### src/pkg/ipcd_defs.vh
// Constants for the input port change detector: register offsets, fields, resets, timing.
// Assumes inclusion by bare name from the design file; definitions only.
`ifndef IPCD_DEFS_VH
`define IPCD_DEFS_VH

// ****************************************************************
// Register byte offsets on APB
// ****************************************************************
`define IPCD_OFS_PIN_LEVEL 12'h000
`define IPCD_OFS_CHANGE 12'h004
`define IPCD_OFS_AUX_CTRL 12'h008
`define IPCD_OFS_IRQ_MASK 12'h00C
`define IPCD_OFS_MODE2_A 12'h010
`define IPCD_OFS_MODE2_B 12'h014
`define IPCD_OFS_CSEL_A 12'h018
`define IPCD_OFS_CSEL_B 12'h01C
`define IPCD_OFS_IRQ_STAT 12'h020
`define IPCD_OFS_IRQ_CLR 12'h024
`define IPCD_OFS_IRQ_EN 12'h028

// ****************************************************************
// Field positions and codes
// ****************************************************************
`define IPCD_MODE2_CTS_BIT 4
`define IPCD_IMR_IPC_BIT 7
`define IPCD_CSEL_EXT16 4'hE
`define IPCD_CSEL_EXT1 4'hF
`define IPCD_CT_EXT_MODE 3'h0

// ****************************************************************
// Reset values
// ****************************************************************
`define IPCD_RST_BYTE 8'h00

// ****************************************************************
// Timing: sample tick rate, system clock and external clock ratio
// ****************************************************************
`define IPCD_CLK_HZ 125000000
`define IPCD_SAMPLE_HZ 38400
`define IPCD_SAMPLE_DIV (`IPCD_CLK_HZ / `IPCD_SAMPLE_HZ)
`define IPCD_X16_DIV 16

`endif

### src/hw/ipcd_input_port.v
// Input port with pin levels, alternate-function routing and change detection,
// followed by the small rising-edge divider that serves the external clock pins.
// Assumes APB from a host on clock_i and asynchronous pins that need synchronising.
//
// Chosen here: the APB interface to the registers and the register addresses.
`timescale 1ns/10ps
`include "ipcd_defs.vh"

// Behaviour
// - External 16X pin clocks are divided by sixteen; 1X clocks pass undivided.
// - Pin-level register returns live level of pin n in bit n.
// - Pin levels read true regardless of alternate function assignment.
// - Pin 0 is channel A active-low clear-to-send when mode2 A bit 4 set.
// - Pin 1 is channel B active-low clear-to-send when mode2 B bit 4 set.
// - Pin 2 clocks the timer when auxiliary control bits 6:4 are zero.
// - Pin 2 clocks channel B receiver when select B upper nibble is E or F.
// - Pin 3 clocks channel A transmitter when select A lower nibble is E or F.
// - Pin 4 clocks channel A receiver when select A upper nibble is E or F.
// - Pin 5 clocks channel B transmitter when select B lower nibble is E or F.
// - Pins 0 to 3 have change detectors sampled by a 38.4 kHz tick.
// - A change lasting two sample periods sets its change flag, unless it comes before the first tick after reset.
// - Reading the change register clears flags 7:4 but not level bits.
// - Change register bits 7:4 are change flags for pins 3 to 0.
// - Change register bits 3:0 show present levels of pins 3 to 0.
// - Auxiliary control bits 3:0 enable change interrupt per pin.
// - Interrupt mask bit 7 is the global change interrupt enable.
module ipcd_input_port #(
    parameter SAMPLE_DIV = `IPCD_SAMPLE_DIV
) (
    input wire clock_i,
    input wire nrst_i,
    input wire psel_i,
    input wire penable_i,
    input wire pwrite_i,
    input wire [11:0] paddr_i,
    input wire [31:0] pwdata_i,
    output wire [31:0] prdata_o,
    output wire pready_o,
    output wire pslverr_o,
    input wire [5:0] input_pin_i,
    output reg clear_to_send_a_n_o,
    output reg clear_to_send_b_n_o,
    output reg timer_ext_clock_in_o,
    output reg rx_clock_in_a_o,
    output reg tx_clock_in_a_o,
    output reg rx_clock_in_b_o,
    output reg tx_clock_in_b_o,
    output wire change_irq_o,
    output wire irq_o
);

    reg [5:0] sync1_q;
    reg [5:0] sync2_q;
    reg [7:0] aux_control_q;
    reg [7:0] irq_mask_reg_q;
    reg [7:0] mode_two_chan_a_q;
    reg [7:0] mode_two_chan_b_q;
    reg [7:0] clock_select_chan_a_q;
    reg [7:0] clock_select_chan_b_q;
    reg [3:0] flags_q;
    reg [3:0] samp_q;
    reg [3:0] samp_prev_q;
    reg [31:0] tick_cnt_q;
    reg tick_q;
    reg [1:0] irq_stat_q;
    reg [1:0] irq_en_q;
    reg [1:0] samp_warm_q;
    reg [31:0] rdata_q;
    reg slverr_q;
    reg [31:0] rd_mux;
    reg rd_hit;
    wire access;
    wire wr;
    wire rd;
    wire [3:0] change_set;
    wire [1:0] ev;
    wire div_rxa;
    wire div_txa;
    wire div_rxb;
    wire div_txb;

    // Divider width follows the external clock ratio, four bits for a 16X pin.
    localparam X16_BITS = $clog2(`IPCD_X16_DIV);

    // ****************************************************************
    // Pin synchroniser
    // ****************************************************************
    // Only the second stage is read by logic, to keep metastability contained.
    always @(posedge clock_i or negedge nrst_i) begin
        if (!nrst_i) begin
            sync1_q <= 6'h00;
            sync2_q <= 6'h00;
        end else begin
            sync1_q <= input_pin_i;
            sync2_q <= sync1_q;
        end
    end

    // ****************************************************************
    // APB slave
    // ****************************************************************
    // Zero wait states; read data is registered in the setup cycle.
    assign access = psel_i & penable_i;
    assign wr = access & pwrite_i;
    assign rd = access & ~pwrite_i;
    assign pready_o = 1'b1;
    assign prdata_o = rdata_q;
    assign pslverr_o = slverr_q & access;

    // Read decode; unmapped addresses answer zero with an error.
    always @* begin
        rd_mux = 32'h00000000;
        rd_hit = 1'b1;
        case (paddr_i)
            `IPCD_OFS_PIN_LEVEL: rd_mux = {26'h0, sync2_q};
            `IPCD_OFS_CHANGE: rd_mux = {24'h000000, flags_q, sync2_q[3:0]};
            `IPCD_OFS_AUX_CTRL: rd_mux = {24'h000000, aux_control_q};
            `IPCD_OFS_IRQ_MASK: rd_mux = {24'h000000, irq_mask_reg_q};
            `IPCD_OFS_MODE2_A: rd_mux = {24'h000000, mode_two_chan_a_q};
            `IPCD_OFS_MODE2_B: rd_mux = {24'h000000, mode_two_chan_b_q};
            `IPCD_OFS_CSEL_A: rd_mux = {24'h000000, clock_select_chan_a_q};
            `IPCD_OFS_CSEL_B: rd_mux = {24'h000000, clock_select_chan_b_q};
            `IPCD_OFS_IRQ_STAT: rd_mux = {30'h0, irq_stat_q};
            `IPCD_OFS_IRQ_CLR: rd_mux = 32'h00000000;
            `IPCD_OFS_IRQ_EN: rd_mux = {30'h0, irq_en_q};
            default: rd_hit = 1'b0;
        endcase
    end

    // Capture read data during setup so the access phase shows it.
    always @(posedge clock_i or negedge nrst_i) begin
        if (!nrst_i) begin
            rdata_q <= 32'h00000000;
            slverr_q <= 1'b0;
        end else if (psel_i && !penable_i) begin
            rdata_q <= pwrite_i ? 32'h00000000 : rd_mux;
            slverr_q <= ~rd_hit;
        end
    end

    // Writable configuration registers.
    always @(posedge clock_i or negedge nrst_i) begin
        if (!nrst_i) begin
            aux_control_q <= `IPCD_RST_BYTE;
            irq_mask_reg_q <= `IPCD_RST_BYTE;
            mode_two_chan_a_q <= `IPCD_RST_BYTE;
            mode_two_chan_b_q <= `IPCD_RST_BYTE;
            clock_select_chan_a_q <= `IPCD_RST_BYTE;
            clock_select_chan_b_q <= `IPCD_RST_BYTE;
            irq_en_q <= 2'h0;
        end else if (wr) begin
            case (paddr_i)
                `IPCD_OFS_AUX_CTRL: aux_control_q <= pwdata_i[7:0];
                `IPCD_OFS_IRQ_MASK: irq_mask_reg_q <= pwdata_i[7:0];
                `IPCD_OFS_MODE2_A: mode_two_chan_a_q <= pwdata_i[7:0];
                `IPCD_OFS_MODE2_B: mode_two_chan_b_q <= pwdata_i[7:0];
                `IPCD_OFS_CSEL_A: clock_select_chan_a_q <= pwdata_i[7:0];
                `IPCD_OFS_CSEL_B: clock_select_chan_b_q <= pwdata_i[7:0];
                `IPCD_OFS_IRQ_EN: irq_en_q <= pwdata_i[1:0];
                default: irq_en_q <= irq_en_q;
            endcase
        end
    end

    // ****************************************************************
    // Sample tick and change detection
    // ****************************************************************
    // Divider standing in for the bit rate generator's 38.4 kHz output.
    always @(posedge clock_i or negedge nrst_i) begin
        if (!nrst_i) begin
            tick_cnt_q <= 32'h00000000;
            tick_q <= 1'b0;
        end else if (tick_cnt_q >= SAMPLE_DIV - 1) begin
            tick_cnt_q <= 32'h00000000;
            tick_q <= 1'b1;
        end else begin
            tick_cnt_q <= tick_cnt_q + 32'h00000001;
            tick_q <= 1'b0;
        end
    end

    // Two-sample history: a level differing across one tick sets the flag,
    // so any change held for two periods is caught, except one made before the first tick after reset.
    always @(posedge clock_i or negedge nrst_i) begin
        if (!nrst_i) begin
            samp_q <= 4'h0;
            samp_prev_q <= 4'h0;
        end else if (tick_q) begin
            samp_q <= sync2_q[3:0];
            samp_prev_q <= samp_q;
        end
    end

    // The first two samples after reset hold the reset value, not the pins, so a
    // pin held high through reset would otherwise raise a false change flag.
    always @(posedge clock_i or negedge nrst_i) begin
        if (!nrst_i) begin
            samp_warm_q <= 2'h0;
        end else if (tick_q && samp_warm_q != 2'h2) begin
            samp_warm_q <= samp_warm_q + 2'h1;
        end
    end

    assign change_set = (tick_q && samp_warm_q == 2'h2) ? (samp_q ^ samp_prev_q) : 4'h0;

    // Flags clear on a change-register read; a simultaneous set wins.
    always @(posedge clock_i or negedge nrst_i) begin
        if (!nrst_i) begin
            flags_q <= 4'h0;
        end else if (rd && paddr_i == `IPCD_OFS_CHANGE) begin
            // Only flags shown by the setup snapshot are cleared, so a change that
            // lands between setup and access survives for the next read.
            flags_q <= (flags_q & ~rdata_q[7:4]) | change_set;
        end else begin
            flags_q <= flags_q | change_set;
        end
    end

    assign change_irq_o = (|(flags_q & aux_control_q[3:0]))
        & irq_mask_reg_q[`IPCD_IMR_IPC_BIT];

    // ****************************************************************
    // Sticky event status and interrupt
    // ****************************************************************
    // Bit 0 is a new change flag, bit 1 a change-read event; set beats clear.
    assign ev = {rd && paddr_i == `IPCD_OFS_CHANGE, |change_set};

    always @(posedge clock_i or negedge nrst_i) begin
        if (!nrst_i) begin
            irq_stat_q <= 2'h0;
        end else if (wr && paddr_i == `IPCD_OFS_IRQ_CLR) begin
            irq_stat_q <= (irq_stat_q & ~pwdata_i[1:0]) | ev;
        end else begin
            irq_stat_q <= irq_stat_q | ev;
        end
    end

    assign irq_o = |(irq_stat_q & irq_en_q);

    // ****************************************************************
    // Alternate-function routing
    // ****************************************************************
    // One divider per external clock pin, each fed by its synchronised level.
    // They free-run whatever the clock select, so switching to 16X needs no restart.
    ipcd_edge_div #(
        .CNT_BITS(X16_BITS)
    ) u_div_rxa (
        .clock_i(clock_i),
        .nrst_i(nrst_i),
        .level_i(sync2_q[4]),
        .div_o(div_rxa)
    );

    ipcd_edge_div #(
        .CNT_BITS(X16_BITS)
    ) u_div_txa (
        .clock_i(clock_i),
        .nrst_i(nrst_i),
        .level_i(sync2_q[3]),
        .div_o(div_txa)
    );

    ipcd_edge_div #(
        .CNT_BITS(X16_BITS)
    ) u_div_rxb (
        .clock_i(clock_i),
        .nrst_i(nrst_i),
        .level_i(sync2_q[2]),
        .div_o(div_rxb)
    );

    ipcd_edge_div #(
        .CNT_BITS(X16_BITS)
    ) u_div_txb (
        .clock_i(clock_i),
        .nrst_i(nrst_i),
        .level_i(sync2_q[5]),
        .div_o(div_txb)
    );

    // Registered routing: an unselected function idles (CTS inactive high, clocks low).
    // The divided clock's MSB is a square wave at one sixteenth of the pin rate.
    always @(posedge clock_i or negedge nrst_i) begin
        if (!nrst_i) begin
            clear_to_send_a_n_o <= 1'b1;
            clear_to_send_b_n_o <= 1'b1;
            timer_ext_clock_in_o <= 1'b0;
            rx_clock_in_a_o <= 1'b0;
            tx_clock_in_a_o <= 1'b0;
            rx_clock_in_b_o <= 1'b0;
            tx_clock_in_b_o <= 1'b0;
        end else begin
            clear_to_send_a_n_o <= mode_two_chan_a_q[`IPCD_MODE2_CTS_BIT] ?
                sync2_q[0] : 1'b1;
            clear_to_send_b_n_o <= mode_two_chan_b_q[`IPCD_MODE2_CTS_BIT] ?
                sync2_q[1] : 1'b1;
            timer_ext_clock_in_o <= (aux_control_q[6:4] == `IPCD_CT_EXT_MODE) ?
                sync2_q[2] : 1'b0;
            rx_clock_in_b_o <= (clock_select_chan_b_q[7:4] == `IPCD_CSEL_EXT16) ? div_rxb :
                (clock_select_chan_b_q[7:4] == `IPCD_CSEL_EXT1) ? sync2_q[2] : 1'b0;
            tx_clock_in_a_o <= (clock_select_chan_a_q[3:0] == `IPCD_CSEL_EXT16) ? div_txa :
                (clock_select_chan_a_q[3:0] == `IPCD_CSEL_EXT1) ? sync2_q[3] : 1'b0;
            rx_clock_in_a_o <= (clock_select_chan_a_q[7:4] == `IPCD_CSEL_EXT16) ? div_rxa :
                (clock_select_chan_a_q[7:4] == `IPCD_CSEL_EXT1) ? sync2_q[4] : 1'b0;
            tx_clock_in_b_o <= (clock_select_chan_b_q[3:0] == `IPCD_CSEL_EXT16) ? div_txb :
                (clock_select_chan_b_q[3:0] == `IPCD_CSEL_EXT1) ? sync2_q[5] : 1'b0;
        end
    end

endmodule

// ****************************************************************
// Rising-edge divider for an external clock pin
// ****************************************************************
// Counts rising edges of an already synchronised level; the counter's top bit
// is a square wave at the pin rate divided by two to the power of CNT_BITS.
// The phase of the divided clock is arbitrary, since the count never restarts;
// a receiver relying on it must align itself on the start bit.
module ipcd_edge_div #(
    parameter CNT_BITS = 4
) (
    input wire clock_i,
    input wire nrst_i,
    input wire level_i,
    output wire div_o
);

    reg level_prev_q;
    reg [CNT_BITS-1:0] cnt_q;

    // The input is synchronised upstream, so one history stage is enough here.
    always @(posedge clock_i or negedge nrst_i) begin
        if (!nrst_i) begin
            level_prev_q <= 1'b0;
            cnt_q <= {CNT_BITS{1'b0}};
        end else begin
            level_prev_q <= level_i;
            if (level_i && !level_prev_q) begin
                cnt_q <= cnt_q + {{(CNT_BITS-1){1'b0}}, 1'b1};
            end
        end
    end

    assign div_o = cnt_q[CNT_BITS-1];

endmodule

### config.mk
export PLATFORM = sky130hd
export DESIGN_NAME = ipcd_input_port
export DESIGN_NICKNAME = d
export VERILOG_FILES = /design/src/hw/ipcd_input_port.v
export VERILOG_INCLUDE_DIRS = /design/src /design/src/pkg
export SDC_FILE = /design/constraint.sdc
export NUM_CORES = 1
export LEC_CHECK = 0
export BUFFER_PORTS_ARGS = -buffer_cell sky130_fd_sc_hd__buf_2
export CAP_MARGIN = 20
export CORE_ASPECT_RATIO = 1.2
export CORE_MARGIN = 2
export CORE_UTILIZATION = 45
export DETAILED_ROUTE_END_ITERATION = 16
export PLACE_DENSITY = 0.64
export SKIP_LAST_GASP = 1
export SYNTH_ARGS = -nofsm -noshare
export SYNTH_HDL_FRONTEND = slang
export SYNTH_SLANG_ARGS = --single-unit
### constraint.sdc
create_clock -name clock_i -period 2.8 [get_ports clock_i]
set_clock_uncertainty 0.15 [all_clocks]
set_input_delay 0.56 -clock clock_i [delete_from_list [all_inputs] [get_ports clock_i]]
set_output_delay 0.56 -clock clock_i [all_outputs]
set_load 0.01 [all_outputs]
# ---- After elaboration in Yosys (flattened, before gate mapping)
# Index checks and enable logic that the tools add are counted.
dict set report classes {
  reduce_logical 27
  bitwise 18
  magnitude_cmp 1
  add_sub_neg 6
  eq_ne 20
  mux 19
}
# operator n
set op_table {}
lappend op_table {{8-bit one-hot mux with 10 select lines} 1}
lappend op_table {{32-bit 2-to-1 mux} 2}
lappend op_table {{12-bit by 5-bit equality test with 1-bit output, second input constant} 4}
lappend op_table {{12-bit by 6-bit equality test with 1-bit output, second input constant} 3}
lappend op_table {{32-bit by 1-bit adder with 32-bit output, second input constant} 1}
lappend op_table {{4-bit equality test, second input constant} 8}
lappend op_table {{32-bit by 12-bit >= comparator with 1-bit output, second input constant} 1}
lappend op_table {{12-bit by 4-bit equality test with 1-bit output, second input constant} 2}
lappend op_table {{4-bit by 1-bit adder with 4-bit output, second input constant} 4}
lappend op_table {{2-bit AND reduction} 7}
lappend op_table {{1-bit 2-to-1 mux} 13}
lappend op_table {{12-bit by 3-bit equality test with 1-bit output, second input constant} 1}
lappend op_table {{12-bit zero test} 1}
lappend op_table {{11-bit OR reduction} 1}
lappend op_table {{1-bit logical AND} 9}
lappend op_table {{4-bit bitwise AND} 2}
lappend op_table {{4-bit 2-to-1 mux} 2}
lappend op_table {{4-bit OR} 2}
lappend op_table {{4-bit OR reduction} 2}
lappend op_table {{1-bit bitwise AND} 5}
lappend op_table {{1-bit zero test} 5}
lappend op_table {{2-bit bitwise AND} 2}
lappend op_table {{4-bit inverter} 1}
lappend op_table {{2-bit OR} 2}
lappend op_table {{other kinds (9)} 10}
dict set report word_totals {
  output_inout_bits 43
  elab_cells 124
  regBits 171
}

# ---- Depth between registers and ports, before layout
dict set report logic_depth {
  word_depth 6
  ltp_mapped 7
  mapped_depth_nobuf 7
}

# ---- By module
# Synthesis repeated with hierarchy kept, for this count alone.
dict set report unflattened {
  hier_cells 484
  hier_area_um2 6351.1
}
# module seq_area_each_um2 area_each_um2 instances cells_per_inst
set modules_own_cells {}
lappend modules_own_cells {ipcd_input_port 3180.6 5555.3 1 432}
lappend modules_own_cells {ipcd_edge_div 125.1 198.9 4 13}

# ---- Least setup slack after synthesis
# OpenSTA, ideal clock, no wires.
dict set report synth_path {
  path_type {input-to-reg}
  startpoint {input paddr_i[7]}
  endpoint {register mode_two_chan_a_q[0]}
  arrival_ns 2.116
  stages 5
  path_slack_ns 0.409
  required_ns 2.525
  setup_time_ns 0.125
  path_cell_list {nor4_4 nand2_2 or4_4 nor3_4 mux2_2}
}
dict set report synth_between {
  elab_chain_len 2
}
# element line
set synth_rtl {}
lappend synth_rtl {{start, declared} ipcd_input_port.v:35} ;# input wire [11:0] paddr_i,
lappend synth_rtl {{12-bit by 5-bit equality test with 1-bit output} ipcd_input_port.v:152} ;# case (paddr_i)
lappend synth_rtl {{2-bit AND reduction (no source line)} --}
lappend synth_rtl {{end signal, assigned} ipcd_input_port.v:146} ;# mode_two_chan_a_q <= `IPCD_RST_BYTE;
lappend synth_rtl {{end signal, assigned} ipcd_input_port.v:155} ;# `IPCD_OFS_MODE2_A: mode_two_chan_a_q <= pwdata_i[7:0];
lappend synth_rtl {{end, declared} ipcd_input_port.v:56} ;# reg [7:0] mode_two_chan_a_q;
# No other way between the ends.
# A chain may end at the register's enable or synchronous reset.

# ---- Worst setup path after layout
dict set report layout_path {
  startpoint {input paddr_i[7]}
  endpoint {register mode_two_chan_b_q[3]}
}
dict set report layout_between {
  elab_chain_len 2
}
# element line
set layout_rtl {}
lappend layout_rtl {{12-bit by 5-bit equality test with 1-bit output} ipcd_input_port.v:152}
lappend layout_rtl {{2-bit AND reduction (no source line)} --}
lappend layout_rtl {{end signal, assigned} ipcd_input_port.v:147} ;# mode_two_chan_b_q <= `IPCD_RST_BYTE;
lappend layout_rtl {{end signal, assigned} ipcd_input_port.v:156} ;# `IPCD_OFS_MODE2_B: mode_two_chan_b_q <= pwdata_i[7:0];
lappend layout_rtl {{end, declared} ipcd_input_port.v:57} ;# reg [7:0] mode_two_chan_b_q;
# No other way between the ends.

==> run metrics <==
TritonCTS clock tree done; Critical path buffers and inverters 1; row count 47; Fin Setup TNS 0 ns; Initial DRT Pass Iterations 4; Core Region 13,800 um^2; area occupied by registers 3680 um^2; GP Congestion 0.840; Data arrival, critical path 2.36 ns; Post-synth EDFFs 0; nature of the critical path startpoint input pin; worst flop-to-flop path startpoint tick_cnt_q[0]; share of layout cells above drive strength 1 28.1%; vias per cell 5.32; largest net degree at the start of global routing 64; post-synth cell types 50; Worst Max-Slew Pin Slew 0.805 ns; Area growth syn-to-layout 17.5%; Final nets 648; final wirelength 13,000 um; die height 134 um; H-tree depth 4; Final Cycle Share 79.0%; initial antenna violation count 0; violation count after the first detailed-route iteration 167; Pwr per Cell Area 700 nW/um^2; most frequent cell after synthesis dfrtp_1; Worst Path Required 2.95 ns; hold_sp input_pin_i[1]; first-pass GRT wire length 21,300 um; number of global-route vias before repair 4,231; via count 4,094; Final WS setup 0.588 ns; worst skew pair latency 0.42 ns; top post-synthesis cells by area dfrtp_1 57%, mux2_2 11%, mux2i_1 3.5%; Worst slew margin 46.3%; Yosys reg bits 147; initial core utilization 45.9%; Slew Viols, Final 0; sequential share of the synthesized area 58.3%; Die X 112 um; area share of the largest cell type after synthesis 57.4%; Worst path max stage delay 0.52 ns; ANT cells 0; Final Critical Period 2.21 ns; post-CTS setup buffer count 0; WL/cell 16.9 um; Post-route DRC 0; Setup crit end kind register; RSZ-0062 raised after global routing false; dpl ws 0.170 ns; syn avg cell area 12.6 um^2; dpl hpwl 9150 um; Ys Warns 0; worst-path maximum fanout 8; Reg clk slew, reported paths 0.06 ns; clk buf depth 2; outcome finished, final reports clean; setup violators final 0; commonest cells in the netlist 145 x dfrtp_1, 64 x mux2_2, 33 x nand2_1; Total GRT Usage 18.4%; PortBufs 48; Crit Path Class in -> reg; cell family with most CP delay simple AND/OR/NAND/NOR gates; worst hold path class in -> reg; CP startpoint paddr_i[7]; number of max-cap violations 0; Leak Pwr 3.43 nW; I/O pin count 98; total global routing overflow 0; Synth async-reset ratio 100%; post-cts resize count 0; Die Area 15,000 um^2; number of fill cells in the layout 1,150; multi-input logic area 2550 um^2; VDD IR max 0.474 mV; Routed Antenna Nets 0; CTS root buf clkbuf_16; final hold viol count 0; worst-path cell chain buf_2 -> nor4_4 -> nand2_2 -> or3_1 -> nor2_4 -> mux2_2; area of the mapped netlist 6320 um^2; post-synthesis cell count 501; Synth Flop Type dfrtp_1; Slowest cell on crit path or3_1; maximum clock rate 452 MHz; Yosys top cell by area dfrtp_1; CTS buffer count 17; Sink Count 147
-- placed cells by master (no fill, tap or decap), types with 3 or more instances in the layout --
cell / count
buf_4: 11
nor4_1: 8
a21oi_1: 9
inv_1: 3
xor2_1: 14
clkbuf_16: 17
ha_1: 7
o21ai_0: 18
nand4_1: 5
xnor2_1: 13
o22ai_1: 3
nand2_1: 33
nor2_1: 19
dfrtp_1: 145
and3_1: 5
nand3_1: 19
nor2b_1: 7
buf_2: 47
bufinv_16: 3
nand2b_1: 7
a22oi_1: 4
nor3_1: 15
nor2_4: 3
a32o_1: 4
mux2i_1: 22
conb_1: 45
mux2_2: 64
o32ai_1: 3
-- sequential cells by signal, summed over array words and instances (netlist names), 2 cells and up --
| register | cells |
|---|---|
| samp_prev_q | 4 |
| irq_stat_q | 2 |
| clock_select_chan_b_q | 8 |
| u_div_rxa.cnt_q | 4 |
| sync1_q | 6 |
| mode_two_chan_a_q | 8 |
| flags_q | 4 |
| sync2_q | 6 |
| samp_q | 4 |
| u_div_rxb.cnt_q | 4 |
| aux_control_q | 8 |
| irq_en_q | 2 |
| tick_cnt_q | 32 |
| samp_warm_q | 2 |
| mode_two_chan_b_q | 8 |
| prdata_o | 8 |
| irq_mask_reg_q | 8 |
| u_div_txb.cnt_q | 4 |
| clock_select_chan_a_q | 8 |
| u_div_txa.cnt_q | 4 |
-- report_power, final --
part	leakage, nW	internal, mW	switching [mW]	total (mW)
clock	0.293	1.45	0.869	2.32
combinational	1.27	0.208	0.247	0.454
sequential	1.87	2.30	0.129	2.43
total	3.43	3.95	1.24	5.20
-- path summary, 6_finish.rpt --
check	cells past startpoint	endpoint	slack (ns)
max	6	mode_two_chan_b_q[3]	0.59
min	1	sync1_q[1]	0.09
max reg2reg	7	tick_cnt_q[0]	0.77
min reg2reg	0	sync2_q[5]	0.20
max in group asynchronous	3	u_div_rxb.level_prev_q	1.23
min in group asynchronous	2	mode_two_chan_a_q[3]	0.55
-- through the flow --
stage                     instance area (um^2)  hold slack, ns  std cells  total power, mW  util, %
after floorplan                           6480           0.114        544             2.75        -
after global placement                    6810           0.183        737             2.87     49.5
after detailed placement                  6810           0.186        737             2.93     49.5
after CTS                                 7420          0.0750        769             5.25     53.9
after global routing                      7420          0.0857        769             5.41     53.9
final                                     7420          0.0924        769             5.20     53.9
-- layer usage --
| metal | vias to the layer above | routed length, um | GRT usage (%) |
|---|---|---|---|
| met3 | 32 | 685 | 4.43 |
| met1 | 2055 | 5350 | 22.4 |
| met4 | 0 | 420 | 9.49 |
| met2 | 122 | 6550 | 30.6 |
| met5 | - | 0 | 0 |
| li1 | 1885 | - | - |
-- cell families (layout without fill, tap and decap cells) --
group	count (synthesis)	after routing	share of synthesized area, %
mux	87	87	15.2
flops	147	147	58.3
compound gates	52	52	5.35
other cells	2	45	0.119
buf+inv	41	95	3.94
simple gates	138	138	12.0
fa+ha+maj	7	7	1.39
xor+xnor	27	27	3.74
-- final cells by class --
cell class              instances  share of cell area, %
clock buffers                  20                   6.15
clock inverters                11                   2.02
inverters                       3                  0.152
multi-input cells             356                   34.4
flip-flops and latches        147                   49.6
well taps                     171                   2.88
repair buffers                 61                   4.84
-- what timing repair did --
action	in CTS	in global routing
endpoints found under the hold margin	26	0
hold buffers	1	0
endpoints found under the setup margin	0	0
-- worst register-to-register path: cells and delay by family (launching register included) --
kind / cells / cell delay, ns
simple gates: 2 / 0.31
fa+ha+maj: 1 / 0.14
buf+inv: 1 / 0.08
flops: 1 / 0.43
compound gates: 3 / 0.82
Power figures use the tool's default switching activity.
